File: src/shared/sxtp_pkg.sv
// sxtp_pkg: register offsets, field positions, reset values and timing table
// for the scsi transfer timing and parity block.
// assumes a 32-bit avalon-mm slave with byte addresses, one register per word.
//
// Operation
// - identity code readable until high count loaded
// - fifo two bytes signals dma ready
// - slow clock: setup 2/2, period 5; extended 3/3/6
// - fast clock, normal timing: 3(5)/3/8
// - fast clock, fast timing: 3(5)/2/4
// - timing bits from control three and one
// - period register spaces sync req/ack edges
// - offset register holds assert/deassert delays
// - deassert advanced half or delayed upto 1.5
// - assert delayed zero to 1.5 cycles
// - bus parity is odd over nine lines
// - outgoing bytes always get generated parity
// - control one bit 4 enables checking, reset zero
// - bad parity sets status bit 5, asserts atn
// - checking off: parity generated for received bytes
// - reset: offset 0, period 5, clock factor 2

package sxtp_pkg;

	// ------------------------------------------------------------
	// register byte offsets
	// ------------------------------------------------------------
	localparam logic [7:0] SXTP_OFS_STATUS    = 8'h10; // status read
	localparam logic [7:0] SXTP_OFS_PERIOD    = 8'h18; // sync period write
	localparam logic [7:0] SXTP_OFS_OFFSET    = 8'h1c; // sync offset write
	localparam logic [7:0] SXTP_OFS_CTRL1     = 8'h20; // control one
	localparam logic [7:0] SXTP_OFS_CLKF      = 8'h24; // clock factor write
	localparam logic [7:0] SXTP_OFS_CTRL3     = 8'h30; // control three
	localparam logic [7:0] SXTP_OFS_CNT_HI    = 8'h38; // count high / id
	localparam logic [7:0] SXTP_OFS_TIMING    = 8'h40; // timing readback
	localparam logic [7:0] SXTP_OFS_PAR_CLR   = 8'h44; // parity flag clear

	// ------------------------------------------------------------
	// field positions
	// ------------------------------------------------------------
	localparam int SXTP_BIT_EXT_TIMING = 7; // control one
	localparam int SXTP_BIT_PAR_CHECK  = 4; // control one
	localparam int SXTP_BIT_FAST_CLK   = 3; // control three
	localparam int SXTP_BIT_FAST_TIME  = 4; // control three
	localparam int SXTP_BIT_PAR_ERR    = 5; // status

	// ------------------------------------------------------------
	// reset values
	// ------------------------------------------------------------
	localparam logic [7:0] SXTP_RST_OFFSET = 8'h00;
	localparam logic [4:0] SXTP_RST_PERIOD = 5'h05;
	localparam logic [2:0] SXTP_RST_CLKF   = 3'h2;
	localparam logic [7:0] SXTP_ID_CODE    = 8'h5a; // arbitrary value

	// ------------------------------------------------------------
	// timing table, cycles
	// ------------------------------------------------------------
	localparam logic [3:0] SXTP_AS_SLOW     = 4'h2;
	localparam logic [3:0] SXTP_AS_SLOW_EXT = 4'h3;
	localparam logic [3:0] SXTP_AS_FAST     = 4'h3;
	localparam logic [3:0] SXTP_AS_FAST_EXT = 4'h5;
	localparam logic [3:0] SXTP_SS_SLOW     = 4'h2;
	localparam logic [3:0] SXTP_SS_SLOW_EXT = 4'h3;
	localparam logic [3:0] SXTP_SS_FAST_CLOCK_SELECT  = 4'h3;
	localparam logic [3:0] SXTP_SS_FASTBOTH = 4'h2;
	localparam logic [3:0] SXTP_PER_SLOW    = 4'h5;
	localparam logic [3:0] SXTP_PER_SLOW_EXT= 4'h6;
	localparam logic [3:0] SXTP_PER_FAST_CLOCK_SELECT = 4'h8;
	localparam logic [3:0] SXTP_PER_FASTBOTH= 4'h4;
	localparam int         SXTP_FIFO_THRESH = 2; // bytes

	// ------------------------------------------------------------
	// carriers
	// ------------------------------------------------------------
	typedef struct packed {
		logic [3:0] async_setup;
		logic [3:0] sync_setup;
		logic [3:0] sync_period;
	} sxtp_timing_t;

	typedef struct packed {
		logic [7:0] data;
		logic       parity;
	} sxtp_byte_t;

endpackage : sxtp_pkg

File: src/hdl/sxtp_core.sv
// sxtp_core: scsi-side transfer timing, req/ack pulse shaping and parity.
// assumes an avalon-mm master on ref_clk_in and a synchronous fifo level input.
//
// The register addresses and the Avalon-MM interface to the registers were chosen for this implementation.
`timescale 1ns/100ps

module sxtp_core
	import sxtp_pkg::*;
#(
	parameter int FIFO_W = 5 // fifo level width
)(
	input  wire logic              ref_clk_in,       // 100 mhz
	input  wire logic              rstn_in,          // sync reset, low
	input  wire logic              clk_en_in,        // freezes state when low
	input  wire logic [7:0]        avs_address_in,   // byte address
	input  wire logic              avs_read_in,      // read strobe
	input  wire logic              avs_write_in,     // write strobe
	input  wire logic [31:0]       avs_writedata_in, // write data
	input  wire logic [3:0]        avs_byteenable_in,// byte lanes
	output logic      [31:0]       avs_readdata_out, // read data
	output wire logic              avs_waitrequest_out, // stall
	input  wire logic [FIFO_W-1:0] fifo_level_in,    // fifo bytes held
	output wire logic              dma_ready_out,    // fifo at threshold
	input  wire logic              sync_mode_in,     // sync transfer active
	input  wire logic              xfer_go_in,       // request next handshake
	output logic                   req_ack_out,      // req/ack, high = asserted
	output logic                   setup_done_out,   // data setup elapsed
	input  wire logic [7:0]        tx_data_in,       // byte to drive
	output logic      [8:0]        tx_bus_out,       // data and parity driven
	input  wire logic [7:0]        rx_data_in,       // received byte
	input  wire logic              rx_parity_in,     // received parity
	input  wire logic              rx_valid_in,      // received byte strobe
	output logic                   rx_parity_out,    // parity kept for rx byte
	output logic                   atn_out,          // atn asserted
	output logic                   par_err_out       // sticky error flag
);

	// ------------------------------------------------------------
	// registers
	// ------------------------------------------------------------
	logic [7:0]   ctrl1_r;     // control one
	logic [7:0]   ctrl3_r;     // control three
	logic [7:0]   offset_r;    // sync offset, delays
	logic [4:0]   period_r;    // sync period
	logic [2:0]   clkf_r;      // clock conversion factor
	logic [7:0]   cnt_hi_r;    // count high byte
	logic         cnt_loaded_r;// high byte written since reset
	logic         ack_r;       // one-cycle answer pulse
	logic         par_err_r;   // sticky parity error
	logic         atn_r;       // atn driven

	// ------------------------------------------------------------
	// bus decode
	// ------------------------------------------------------------
	wire acc      = (avs_read_in | avs_write_in) & clk_en_in;
	wire wr_take  = avs_write_in & ack_r & clk_en_in;
	wire rd_take  = avs_read_in & ack_r & clk_en_in;
	wire be0      = avs_byteenable_in[0];
	wire wr_ctrl1 = wr_take & be0 & (avs_address_in == SXTP_OFS_CTRL1);
	wire wr_ctrl3 = wr_take & be0 & (avs_address_in == SXTP_OFS_CTRL3);
	wire wr_off   = wr_take & be0 & (avs_address_in == SXTP_OFS_OFFSET);
	wire wr_per   = wr_take & be0 & (avs_address_in == SXTP_OFS_PERIOD);
	wire wr_clkf  = wr_take & be0 & (avs_address_in == SXTP_OFS_CLKF);
	wire wr_cnt   = wr_take & be0 & (avs_address_in == SXTP_OFS_CNT_HI);
	wire wr_pclr  = wr_take & be0 & (avs_address_in == SXTP_OFS_PAR_CLR)
	              & avs_writedata_in[SXTP_BIT_PAR_ERR];
	wire rd_stat  = rd_take & (avs_address_in == SXTP_OFS_STATUS);

	// one wait cycle, answer on the second edge
	assign avs_waitrequest_out = ~ack_r;

	// ------------------------------------------------------------
	// timing selection
	// ------------------------------------------------------------
	wire ext_t   = ctrl1_r[SXTP_BIT_EXT_TIMING];
	wire fast_clock_select  = ctrl3_r[SXTP_BIT_FAST_CLK];
	wire fast_timing_select = ctrl3_r[SXTP_BIT_FAST_TIME];
	sxtp_timing_t tsel;

	always_comb begin
		// table lookup from the three mode bits
		if (!fast_clock_select) begin
			tsel.async_setup = ext_t ? SXTP_AS_SLOW_EXT : SXTP_AS_SLOW;
			tsel.sync_setup  = ext_t ? SXTP_SS_SLOW_EXT : SXTP_SS_SLOW;
			tsel.sync_period = ext_t ? SXTP_PER_SLOW_EXT : SXTP_PER_SLOW;
		end else if (!fast_timing_select) begin
			tsel.async_setup = ext_t ? SXTP_AS_FAST_EXT : SXTP_AS_FAST;
			tsel.sync_setup  = SXTP_SS_FAST_CLOCK_SELECT;
			tsel.sync_period = SXTP_PER_FAST_CLOCK_SELECT;
		end else begin
			tsel.async_setup = ext_t ? SXTP_AS_FAST_EXT : SXTP_AS_FAST;
			tsel.sync_setup  = SXTP_SS_FASTBOTH;
			tsel.sync_period = SXTP_PER_FASTBOTH;
		end
	end

	// effective period: larger of table minimum and programmed period
	wire [5:0] prog_per = {1'b0, period_r};
	wire [5:0] min_per  = {2'b00, tsel.sync_period};
	wire [5:0] eff_per  = (prog_per > min_per) ? prog_per : min_per;
	wire [3:0] setup_n  = sync_mode_in ? tsel.sync_setup : tsel.async_setup;

	// delays in half cycles: assert 0..3 halves, deassert -1..+3 halves
	wire [1:0] asrt_dly = offset_r[5:4];
	wire [1:0] dsrt_dly = offset_r[7:6];
	// whole-cycle parts; half cycles are rounded up to a full edge, except deassert with fast clock, which rounds down
	// widened by one bit so that code 3 rounds up to two cycles, not wraps to zero
	wire [1:0] asrt_cyc = 2'(({1'b0, asrt_dly} + 3'd1) >> 1);
	// fast clock: code 0 advances by half (ends one cycle early when possible)
	wire       dsrt_adv = fast_clock_select & (dsrt_dly == 2'd0);
	wire [1:0] dsrt_cyc = fast_clock_select ? 2'(dsrt_dly >> 1)
	                                        : 2'(({1'b0, dsrt_dly} + 3'd1) >> 1);

	// ------------------------------------------------------------
	// req/ack handshake sequencer
	// ------------------------------------------------------------
	typedef enum logic [2:0] {SXTP_IDLE, SXTP_SETUP, SXTP_ADLY, SXTP_HIGH, SXTP_DDLY, SXTP_GAP}
		sxtp_state_t;
	sxtp_state_t st_r, st_nxt;
	logic [5:0]  cnt_r, cnt_nxt;   // cycle counter within state
	logic [5:0]  per_r, per_nxt;   // cycles since leading edge

	always_comb begin
		st_nxt  = st_r;
		cnt_nxt = cnt_r + 6'd1;
		per_nxt = (per_r == 6'h3f) ? per_r : per_r + 6'd1;
		case (st_r)
			SXTP_IDLE: begin
				cnt_nxt = 6'd0;
				if (xfer_go_in) begin
					st_nxt = SXTP_SETUP;
				end
			end
			SXTP_SETUP: begin
				// hold data for the setup minimum, and in sync mode the period
				if (cnt_r + 6'd1 >= {2'b00, setup_n} &&
				    // seven bits: the saturated count must not wrap to zero and stall
				    (!sync_mode_in || ({1'b0, per_r} + 7'd1) >= {1'b0, eff_per})) begin
					st_nxt  = (asrt_cyc == 2'd0) ? SXTP_HIGH : SXTP_ADLY;
					cnt_nxt = 6'd0;
					if (asrt_cyc == 2'd0) begin
						per_nxt = 6'd0;
					end
				end
			end
			SXTP_ADLY: begin
				if (cnt_r + 6'd1 >= {4'h0, asrt_cyc}) begin
					st_nxt  = SXTP_HIGH;
					cnt_nxt = 6'd0;
					per_nxt = 6'd0;
				end
			end
			SXTP_HIGH: begin
				// pulse width one cycle, or none extra when advanced
				st_nxt  = (dsrt_cyc == 2'd0) ? SXTP_GAP : SXTP_DDLY;
				cnt_nxt = 6'd0;
				if (dsrt_adv) begin
					st_nxt = SXTP_GAP;
				end
			end
			SXTP_DDLY: begin
				if (cnt_r + 6'd1 >= {4'h0, dsrt_cyc}) begin
					st_nxt  = SXTP_GAP;
					cnt_nxt = 6'd0;
				end
			end
			SXTP_GAP: begin
				st_nxt  = SXTP_IDLE;
				cnt_nxt = 6'd0;
			end
			default: begin
				st_nxt  = SXTP_IDLE;
				cnt_nxt = 6'd0;
			end
		endcase
	end

	always_ff @(posedge ref_clk_in) begin
		// sequencer state
		if (!rstn_in) begin
			st_r  <= SXTP_IDLE;
			cnt_r <= 6'd0;
			per_r <= 6'h3f;
		end else if (clk_en_in) begin
			st_r  <= st_nxt;
			cnt_r <= cnt_nxt;
			per_r <= per_nxt;
		end
	end

	always_ff @(posedge ref_clk_in) begin
		// registered pin outputs
		if (!rstn_in) begin
			req_ack_out    <= 1'b0;
			setup_done_out <= 1'b0;
		end else if (clk_en_in) begin
			req_ack_out    <= (st_nxt == SXTP_HIGH) | (st_nxt == SXTP_DDLY);
			setup_done_out <= (st_r == SXTP_SETUP) & (st_nxt != SXTP_SETUP);
		end
	end

	// ------------------------------------------------------------
	// fifo threshold to dma
	// ------------------------------------------------------------
	assign dma_ready_out = (fifo_level_in >= FIFO_W'(SXTP_FIFO_THRESH));

	// ------------------------------------------------------------
	// parity
	// ------------------------------------------------------------
	logic tx_par;  // generated for outgoing byte
	logic rx_gen;  // generated for incoming byte

	sxtp_parity u_tx_par (
		.data_in   (tx_data_in),
		.parity_out(tx_par)
	);

	sxtp_parity u_rx_par (
		.data_in   (rx_data_in),
		.parity_out(rx_gen)
	);

	wire chk_en  = ctrl1_r[SXTP_BIT_PAR_CHECK];
	wire bad_par = rx_valid_in & chk_en & (rx_gen != rx_parity_in);

	always_ff @(posedge ref_clk_in) begin
		// outgoing byte always carries generated parity
		if (!rstn_in) begin
			tx_bus_out    <= 9'h000;
			rx_parity_out <= 1'b0;
		end else if (clk_en_in) begin
			tx_bus_out <= {tx_data_in, tx_par};
			if (rx_valid_in) begin
				rx_parity_out <= chk_en ? rx_parity_in : rx_gen;
			end
		end
	end

	always_ff @(posedge ref_clk_in) begin
		// sticky error flag and atn; a new error beats the clear
		if (!rstn_in) begin
			par_err_r <= 1'b0;
			atn_r     <= 1'b0;
		end else if (clk_en_in) begin
			if (bad_par) begin
				par_err_r <= 1'b1;
				atn_r     <= 1'b1;
			end else if (wr_pclr || rd_stat) begin
				par_err_r <= 1'b0;
				atn_r     <= 1'b0;
			end
		end
	end

	assign atn_out     = atn_r;
	assign par_err_out = par_err_r;

	// ------------------------------------------------------------
	// register writes
	// ------------------------------------------------------------
	always_ff @(posedge ref_clk_in) begin
		// software registers
		if (!rstn_in) begin
			ctrl1_r      <= 8'h00;
			ctrl3_r      <= 8'h00;
			offset_r     <= SXTP_RST_OFFSET;
			period_r     <= SXTP_RST_PERIOD;
			clkf_r       <= SXTP_RST_CLKF;
			cnt_hi_r     <= 8'h00;
			cnt_loaded_r <= 1'b0;
			ack_r        <= 1'b0;
		end else if (clk_en_in) begin
			ack_r <= acc & ~ack_r;
			if (wr_ctrl1) ctrl1_r  <= avs_writedata_in[7:0];
			if (wr_ctrl3) ctrl3_r  <= avs_writedata_in[7:0];
			if (wr_off)   offset_r <= avs_writedata_in[7:0];
			if (wr_per)   period_r <= avs_writedata_in[4:0];
			if (wr_clkf)  clkf_r   <= avs_writedata_in[2:0];
			if (wr_cnt) begin
				cnt_hi_r     <= avs_writedata_in[7:0];
				cnt_loaded_r <= 1'b1;
			end
		end
	end

	// ------------------------------------------------------------
	// read mux
	// ------------------------------------------------------------
	wire [7:0] id_or_cnt = cnt_loaded_r ? cnt_hi_r : SXTP_ID_CODE;
	wire [7:0] stat_byte = 8'(par_err_r) << SXTP_BIT_PAR_ERR;
	wire [7:0] tim_byte  = {tsel.async_setup, tsel.sync_setup};
	logic [7:0] rd_byte;

	always_comb begin
		// unmapped addresses read zero
		case (avs_address_in)
			SXTP_OFS_STATUS: rd_byte = stat_byte;
			SXTP_OFS_PERIOD: rd_byte = {3'h0, period_r};
			SXTP_OFS_OFFSET: rd_byte = offset_r;
			SXTP_OFS_CTRL1:  rd_byte = ctrl1_r;
			SXTP_OFS_CLKF:   rd_byte = {5'h00, clkf_r};
			SXTP_OFS_CTRL3:  rd_byte = ctrl3_r;
			SXTP_OFS_CNT_HI: rd_byte = id_or_cnt;
			SXTP_OFS_TIMING: rd_byte = tim_byte;
			default:         rd_byte = 8'h00;
		endcase
	end

	always_ff @(posedge ref_clk_in) begin
		// read data registered, valid while waitrequest low
		if (!rstn_in) begin
			avs_readdata_out <= 32'h0000_0000;
		end else if (clk_en_in) begin
			avs_readdata_out <= {24'h00_0000, (avs_read_in & ~ack_r) ? rd_byte : 8'h00};
		end
	end

	// ------------------------------------------------------------
	// checks
	// ------------------------------------------------------------
	property p_id_read;
		@(posedge ref_clk_in) disable iff (!rstn_in)
		(rd_take && avs_address_in == SXTP_OFS_CNT_HI && !cnt_loaded_r) |-> avs_readdata_out[7:0] == SXTP_ID_CODE;
	endproperty
	a_id_read: assert property (p_id_read) else $error("id code not read");

	property p_dma;
		@(posedge ref_clk_in) disable iff (!rstn_in)
		dma_ready_out == (fifo_level_in > FIFO_W'(1));
	endproperty
	a_dma: assert property (p_dma) else $error("dma threshold wrong");

	property p_slow_per;
		@(posedge ref_clk_in) disable iff (!rstn_in)
		(!fast_clock_select && !ext_t) |-> tsel.sync_period == 4'h5 && tsel.async_setup == 4'h2;
	endproperty
	a_slow_per: assert property (p_slow_per) else $error("slow timing wrong");

	property p_fast_per;
		@(posedge ref_clk_in) disable iff (!rstn_in)
		(fast_clock_select && !fast_timing_select) |-> tsel.sync_period == 4'h8 && tsel.sync_setup == 4'h3;
	endproperty
	a_fast_per: assert property (p_fast_per) else $error("fast clock timing wrong");

	property p_both_per;
		@(posedge ref_clk_in) disable iff (!rstn_in)
		(fast_clock_select && fast_timing_select && ext_t) |-> tsel.sync_period == 4'h4 && tsel.async_setup == 4'h5;
	endproperty
	a_both_per: assert property (p_both_per) else $error("fast timing wrong");

	property p_tx_odd;
		@(posedge ref_clk_in) disable iff (!rstn_in)
		clk_en_in |=> ^tx_bus_out == 1'b1;
	endproperty
	a_tx_odd: assert property (p_tx_odd) else $error("tx parity not odd");

	property p_perr_set;
		@(posedge ref_clk_in) disable iff (!rstn_in)
		(bad_par && clk_en_in) |=> par_err_out && atn_out;
	endproperty
	a_perr_set: assert property (p_perr_set) else $error("parity error missed");

	property p_perr_hold;
		@(posedge ref_clk_in) disable iff (!rstn_in)
		(par_err_out && !wr_pclr && !rd_stat) |=> par_err_out;
	endproperty
	a_perr_hold: assert property (p_perr_hold) else $error("parity flag dropped");

	property p_nochk;
		@(posedge ref_clk_in) disable iff (!rstn_in)
		(!chk_en && !par_err_out && clk_en_in) |=> !par_err_out;
	endproperty
	a_nochk: assert property (p_nochk) else $error("check while disabled");

endmodule : sxtp_core

File: src/hdl/sxtp_parity.sv
// sxtp_parity: odd parity generator over one byte.
// assumes purely combinational use inside the block.
`timescale 1ns/100ps

module sxtp_parity
	import sxtp_pkg::*;
(
	input  wire logic [7:0] data_in,   // byte
	output wire logic       parity_out // odd parity bit
);

	// ------------------------------------------------------------
	// odd parity: ones across data and parity are odd
	// ------------------------------------------------------------
	assign parity_out = ~(^data_in);

endmodule : sxtp_parity

File: config.mk
export PLATFORM = sky130hd
export DESIGN_NAME = sxtp_core
export DESIGN_NICKNAME = d
export VERILOG_FILES = /design/src/shared/sxtp_pkg.sv /design/src/hdl/sxtp_core.sv /design/src/hdl/sxtp_parity.sv
export SDC_FILE = /design/constraint.sdc
export NUM_CORES = 1
export LEC_CHECK = 0
export BUFFER_PORTS_ARGS = -buffer_cell sky130_fd_sc_hd__buf_4
export CORE_MARGIN = 2
export CORE_UTILIZATION = 40
export DETAILED_ROUTE_END_ITERATION = 8
export MAX_ROUTING_LAYER = met4
export PLACE_DENSITY = 0.66
export SLEW_MARGIN = 0
export SYNTH_ARGS = -nofsm -noshare
export SYNTH_HDL_FRONTEND = slang
export SYNTH_SLANG_ARGS = --single-unit
File: constraint.sdc
create_clock -name ref_clk_in -period 3.55 [get_ports ref_clk_in]
set_clock_uncertainty 0.05 [all_clocks]
set_input_delay 0.1775 -clock ref_clk_in [delete_from_list [all_inputs] [get_ports ref_clk_in]]
set_output_delay 0.1775 -clock ref_clk_in [all_outputs]
set_load 0.05 [all_outputs]
==> flow_results.org <==
** Pwr
- Of the total power, registers draw 0.343.
- Lkg Pwr :: around 0.0023 uW
- Summed over all nets, the switching power comes to 856 uW.
- Relative contribution of combinational cells to total power :: 0.275
- Sw Ratio :: 0.306
- Worst IR drop on VDD :: approximately 0.00028 V
- Summing internal, switching and leakage power gives between 2000 and 3000 uW.
- Design internal power :: 1950 uW
- Power spread over the standard cell area amounts to between 400 and 500 nW/um^2.
- Of the total power, the clock network draws 0.382.

** STA
- Setup repair after global routing left no endpoint under its margin.
- Counting I/O delays and the setup requirement, the final critical path takes between 3000 and 4000 ps.
- Slew at the pin with the worst max-slew slack :: around 810 ps
- Number of hold violations in the final report :: 0
- F_max :: between 200 and 300 MHz
- Share of the cycle needed by the critical path after routing :: 0.942
- Count of final setup violators :: 0
- Measured against its own limit, the worst slew margin works out to 0.457.
- Final-report max-slew violation count :: 0

** Drt
- Detailed routing inserted a total of around 4,300 vias.
- After detailed routing, the number of vias per cell comes to approximately 5.5.
- Detailed-route wire length :: roughly 12,000 microns
- In the final routed layout, each cell accounts on average for ~15 microns.
- The detailed router finished its first iteration with 333 violations.
- First-pass DRT Iterations :: 9
- The count of nets left with antenna violations once routing finished came out at 0.
- Total DRC errors in the routed layout :: 4

** Placement
- Including well taps, the total number of placed cells is 753.
- Port buffering added 69 buffers.
- The congestion estimate from routability-driven global placement came to about 0.93.
- HPWL Detailed :: ~8700 microns

** CTS
- The tree built by TritonCTS fans out to between 70 and 80 sinks.
- The number of hold buffers added after CTS was 0.
- In this run, CTS created clock tree buffers numbering 9.
- Counting along the longest clock path gives a buffer depth of 2.
- Clock transition at the registers of the reported paths :: about 60 ps
- At the later pin of the worst-skew pair, clock insertion delay measures between 300 and 400 ps.
- In this run the number of H-tree levels came out at 3.
- TritonCTS built the clock tree.
- The tree is rooted in a clkbuf_16.

** Cells and area
- Fraction of final layout cells with drive strength greater than 1 :: 0.217
- Count of antenna diodes in the layout :: 0
- Area added between synthesis and finish :: 21.5%
- Leaving out filler cells and counting taps, the final layout contains about 770.
- Total Nets Final :: between 700 and 800
- Area used by multi-input combinational logic :: 2980 sq um
- Flip-flop and latch area :: around 1600 sq um
- Fillers :: ~1,100

** Synthesis
- Post-synthesis register bit count :: 78
- YS warnings :: 0
- The mapped netlist covers about 4800 sq um.
- After synthesis, the largest family of logic cells by area is simple AND/OR/NAND/NOR gates.
- Synthesis handed over a netlist of 562 instances.
- Of the total synthesized cell area, the portion taken by AND, OR, NAND and NOR gates is 0.217.
- Number of enable flip-flop cells after synthesis :: 0
- Most frequently used flop master after synthesis :: dfxtp_1
- Number of distinct library cell variants in the gate-level netlist after synthesis :: 70
- Of the total synthesized cell area, the portion taken by full adders, half adders and majority gates is 0.0579.
- Async S/R FF share, synth :: 0
- The share of the Yosys chip area taken by registers is 0.329.
- Post-synthesis mux area share :: 0.0980
- By area the synthesized netlist is led by dfxtp_1, mux2i_1, ha_1.
- The average instance in the mapped netlist occupies ~8.5 sq um.
- Of the total synthesized cell area, the portion taken by XOR and XNOR cells is 0.0421.
- Post-synthesis compound-gate area fraction :: 0.172
- Of the post-synthesis cell area, the dominant cell type holds 0.329.
- Leading area contributor after synthesis :: dfxtp_1

** Hold path
- Tightest Hold Check Type :: primary input to flop

** Global routing
- The initial antenna violation count was 0.
- Overall Global Routing Usage :: 0.191
- Global-route congestion overflow total :: 0
- Entering global routing, the biggest net connects between 40 and 50 pins.
- Number of global-route vias before repair :: slightly above 4,000
- First-pass GRT wire length :: 19,400 microns

** Setup path
- Critical path class :: flop to flop
- STA classifies the critical path startpoint as a flop.
- For the worst setup path, the data arrival time is between 3000 and 4000 ps.
- Nature of the critical path endpoint :: flop
- Along the worst path, the maximum fanout reaches 7.
- For the worst setup path, the data required time is approximately 3800 ps.

** Job
- Across the run, the number of max-cap violations was 0.

** Floorplan
- In this run the vertical extent of the chip is roughly 110 microns.
- During I/O placement, the number of pins put on the boundary was about 120.
- Effective utilization at floorplan :: 0.413
- Die footprint :: 12,800 sq um
- Die Wd :: about 110 microns
- The floorplan has 39 rows.
- In this run the standard cell core region covers 11,500 sq um.

** Run status
- Result of the run :: finished, violations left
- Violated checks :: design-rule violations
## logic make-up after synthesis
group	Yosys count
xor+xnor	22
flops	78
fa+ha+maj	22
other cells	1
simple gates	200
mux	46
buf+inv	75
compound gates	118
## power by group through the flow
stage / logic [uW] / registers [uW] / clock network, uW
detailed placement: 698 / 975 / 0
finish: 772 / 960 / 1070
CTS: 720 / 956 / 1090
floorplan: 540 / 992 / 0
global route: 844 / 965 / 1130
global placement: 681 / 970 / 0
## flip-flops by register name, indices dropped and copies added, names as in the netlist, 3 cells and up
signal and cells:
cnt_r 6, avs_readdata_out 8, per_r 6, ctrl1_r 8, st_r 3, tx_bus_out 9
offset_r 8, ctrl3_r 8, cnt_hi_r 8, clkf_r 3, period_r 5
## synthesized netlist by cell type (3+ instances only)
cell,count
dfxtp_1,78
nand2_1,52
nor2_1,49
a21oi_1,45
mux2i_1,42
nand3_1,32
buf_4,25
ha_1,22
inv_1,18
clkbuf_1,17
xnor2_1,16
o21ai_0,14
nand2b_1,13
buf_2,10
and3_1,9
nor3_1,8
a31oi_1,7
a22oi_1,5
a2bb2oi_1,5
nand4_1,5
o22ai_1,5
xor2_1,5
a21o_1,4
nand3b_1,4
nor2b_1,4
o21ai_1,4
a32oi_1,3
a41o_1,3
and2_1,3
buf_1,3
mux2_2,3
## routing by layer
metal  vias up  GRT usage  wire length [microns]
met5         -          -                      0
met4         0     0.0797                    316
met3        27     0.0305                    685
met2       159      0.298                   5530
met1      1999      0.248                   5390
li1       2076          -                      -
## final cells by class
| type | count | area share |
|---|---|---|
| Tap cell | 143 | 0.0310 |
| Timing Repair Buffer | 83 | 0.109 |
| Clock inverter | 5 | 0.0184 |
| Sequential cell | 78 | 0.271 |
| Inverter | 19 | 0.0124 |
| Multi-Input combinational cell | 432 | 0.517 |
| Clock buffer | 11 | 0.0421 |
## layout by cell type, fill, tap and decap left out, types with 4 or more instances in the layout
cell type | synthesis | layout
buf_4 | 25 | 82
dfxtp_1 | 78 | 76
nand2_1 | 52 | 52
nor2_1 | 49 | 48
a21oi_1 | 45 | 43
mux2i_1 | 42 | 42
nand3_1 | 32 | 32
conb_1 | 1 | 24
ha_1 | 22 | 20
inv_1 | 18 | 16
xnor2_1 | 16 | 16
o21ai_0 | 14 | 13
nand2b_1 | 13 | 11
and3_1 | 9 | 9
clkbuf_16 | 0 | 9
a31oi_1 | 7 | 7
nor3_1 | 8 | 7
xor2_1 | 5 | 5
nand4_1 | 5 | 5
a22oi_1 | 5 | 5
a2bb2oi_1 | 5 | 5
o21ai_1 | 4 | 4
nand3b_1 | 4 | 4
a21o_1 | 4 | 4
o22ai_1 | 5 | 4
## worst paths after layout
kind,start,end,slack (ps),depth (start not counted)
max,ctrl1_r[7],per_r[1],210,17
min,rx_valid_in,rx_parity_out,9,2
max reg2reg,ctrl1_r[7],per_r[1],210,17
min reg2reg,ctrl3_r[0],ctrl3_r[0],410,2
## metrics by stage
stage	cell area [sq um]	worst slack, ps	hold slack (ps)	setup TNS, ps	util
floorplan	4850	2.13	244	0	-
global placement	5320	21.6	351	0	0.462
detailed placement	5320	-114	368	-833	0.462
CTS	5680	19.1	7.30	0	0.494
global route	5770	12.3	29.4	0	0.501
finish	5770	206	8.92	0	0.501
## worst max-delay path, stage by stage, from the launching register on
cell,delay (ps)
dfxtp_2,330
nor2b_4,140
inv_2,50
ha_4,250
nor2b_1,110
o21ai_1,80
nand2b_1,90
a21oi_2,60
o21ai_2,160
mux2_4,330
ha_4,220
nand2b_4,130
a21o_1,160
a41oi_2,250
a31oi_4,200
a32oi_4,350
a21boi_2,100
o211ai_1,200
## timing repair
item,4_1_cts,5_1_grt
resized for setup,2,18
pin swaps,3,11
buffers inserted,1,1
hold endpoints to repair,0,0
setup endpoints to repair,14,16
Note: power is estimated with default switching activity, not from simulation.
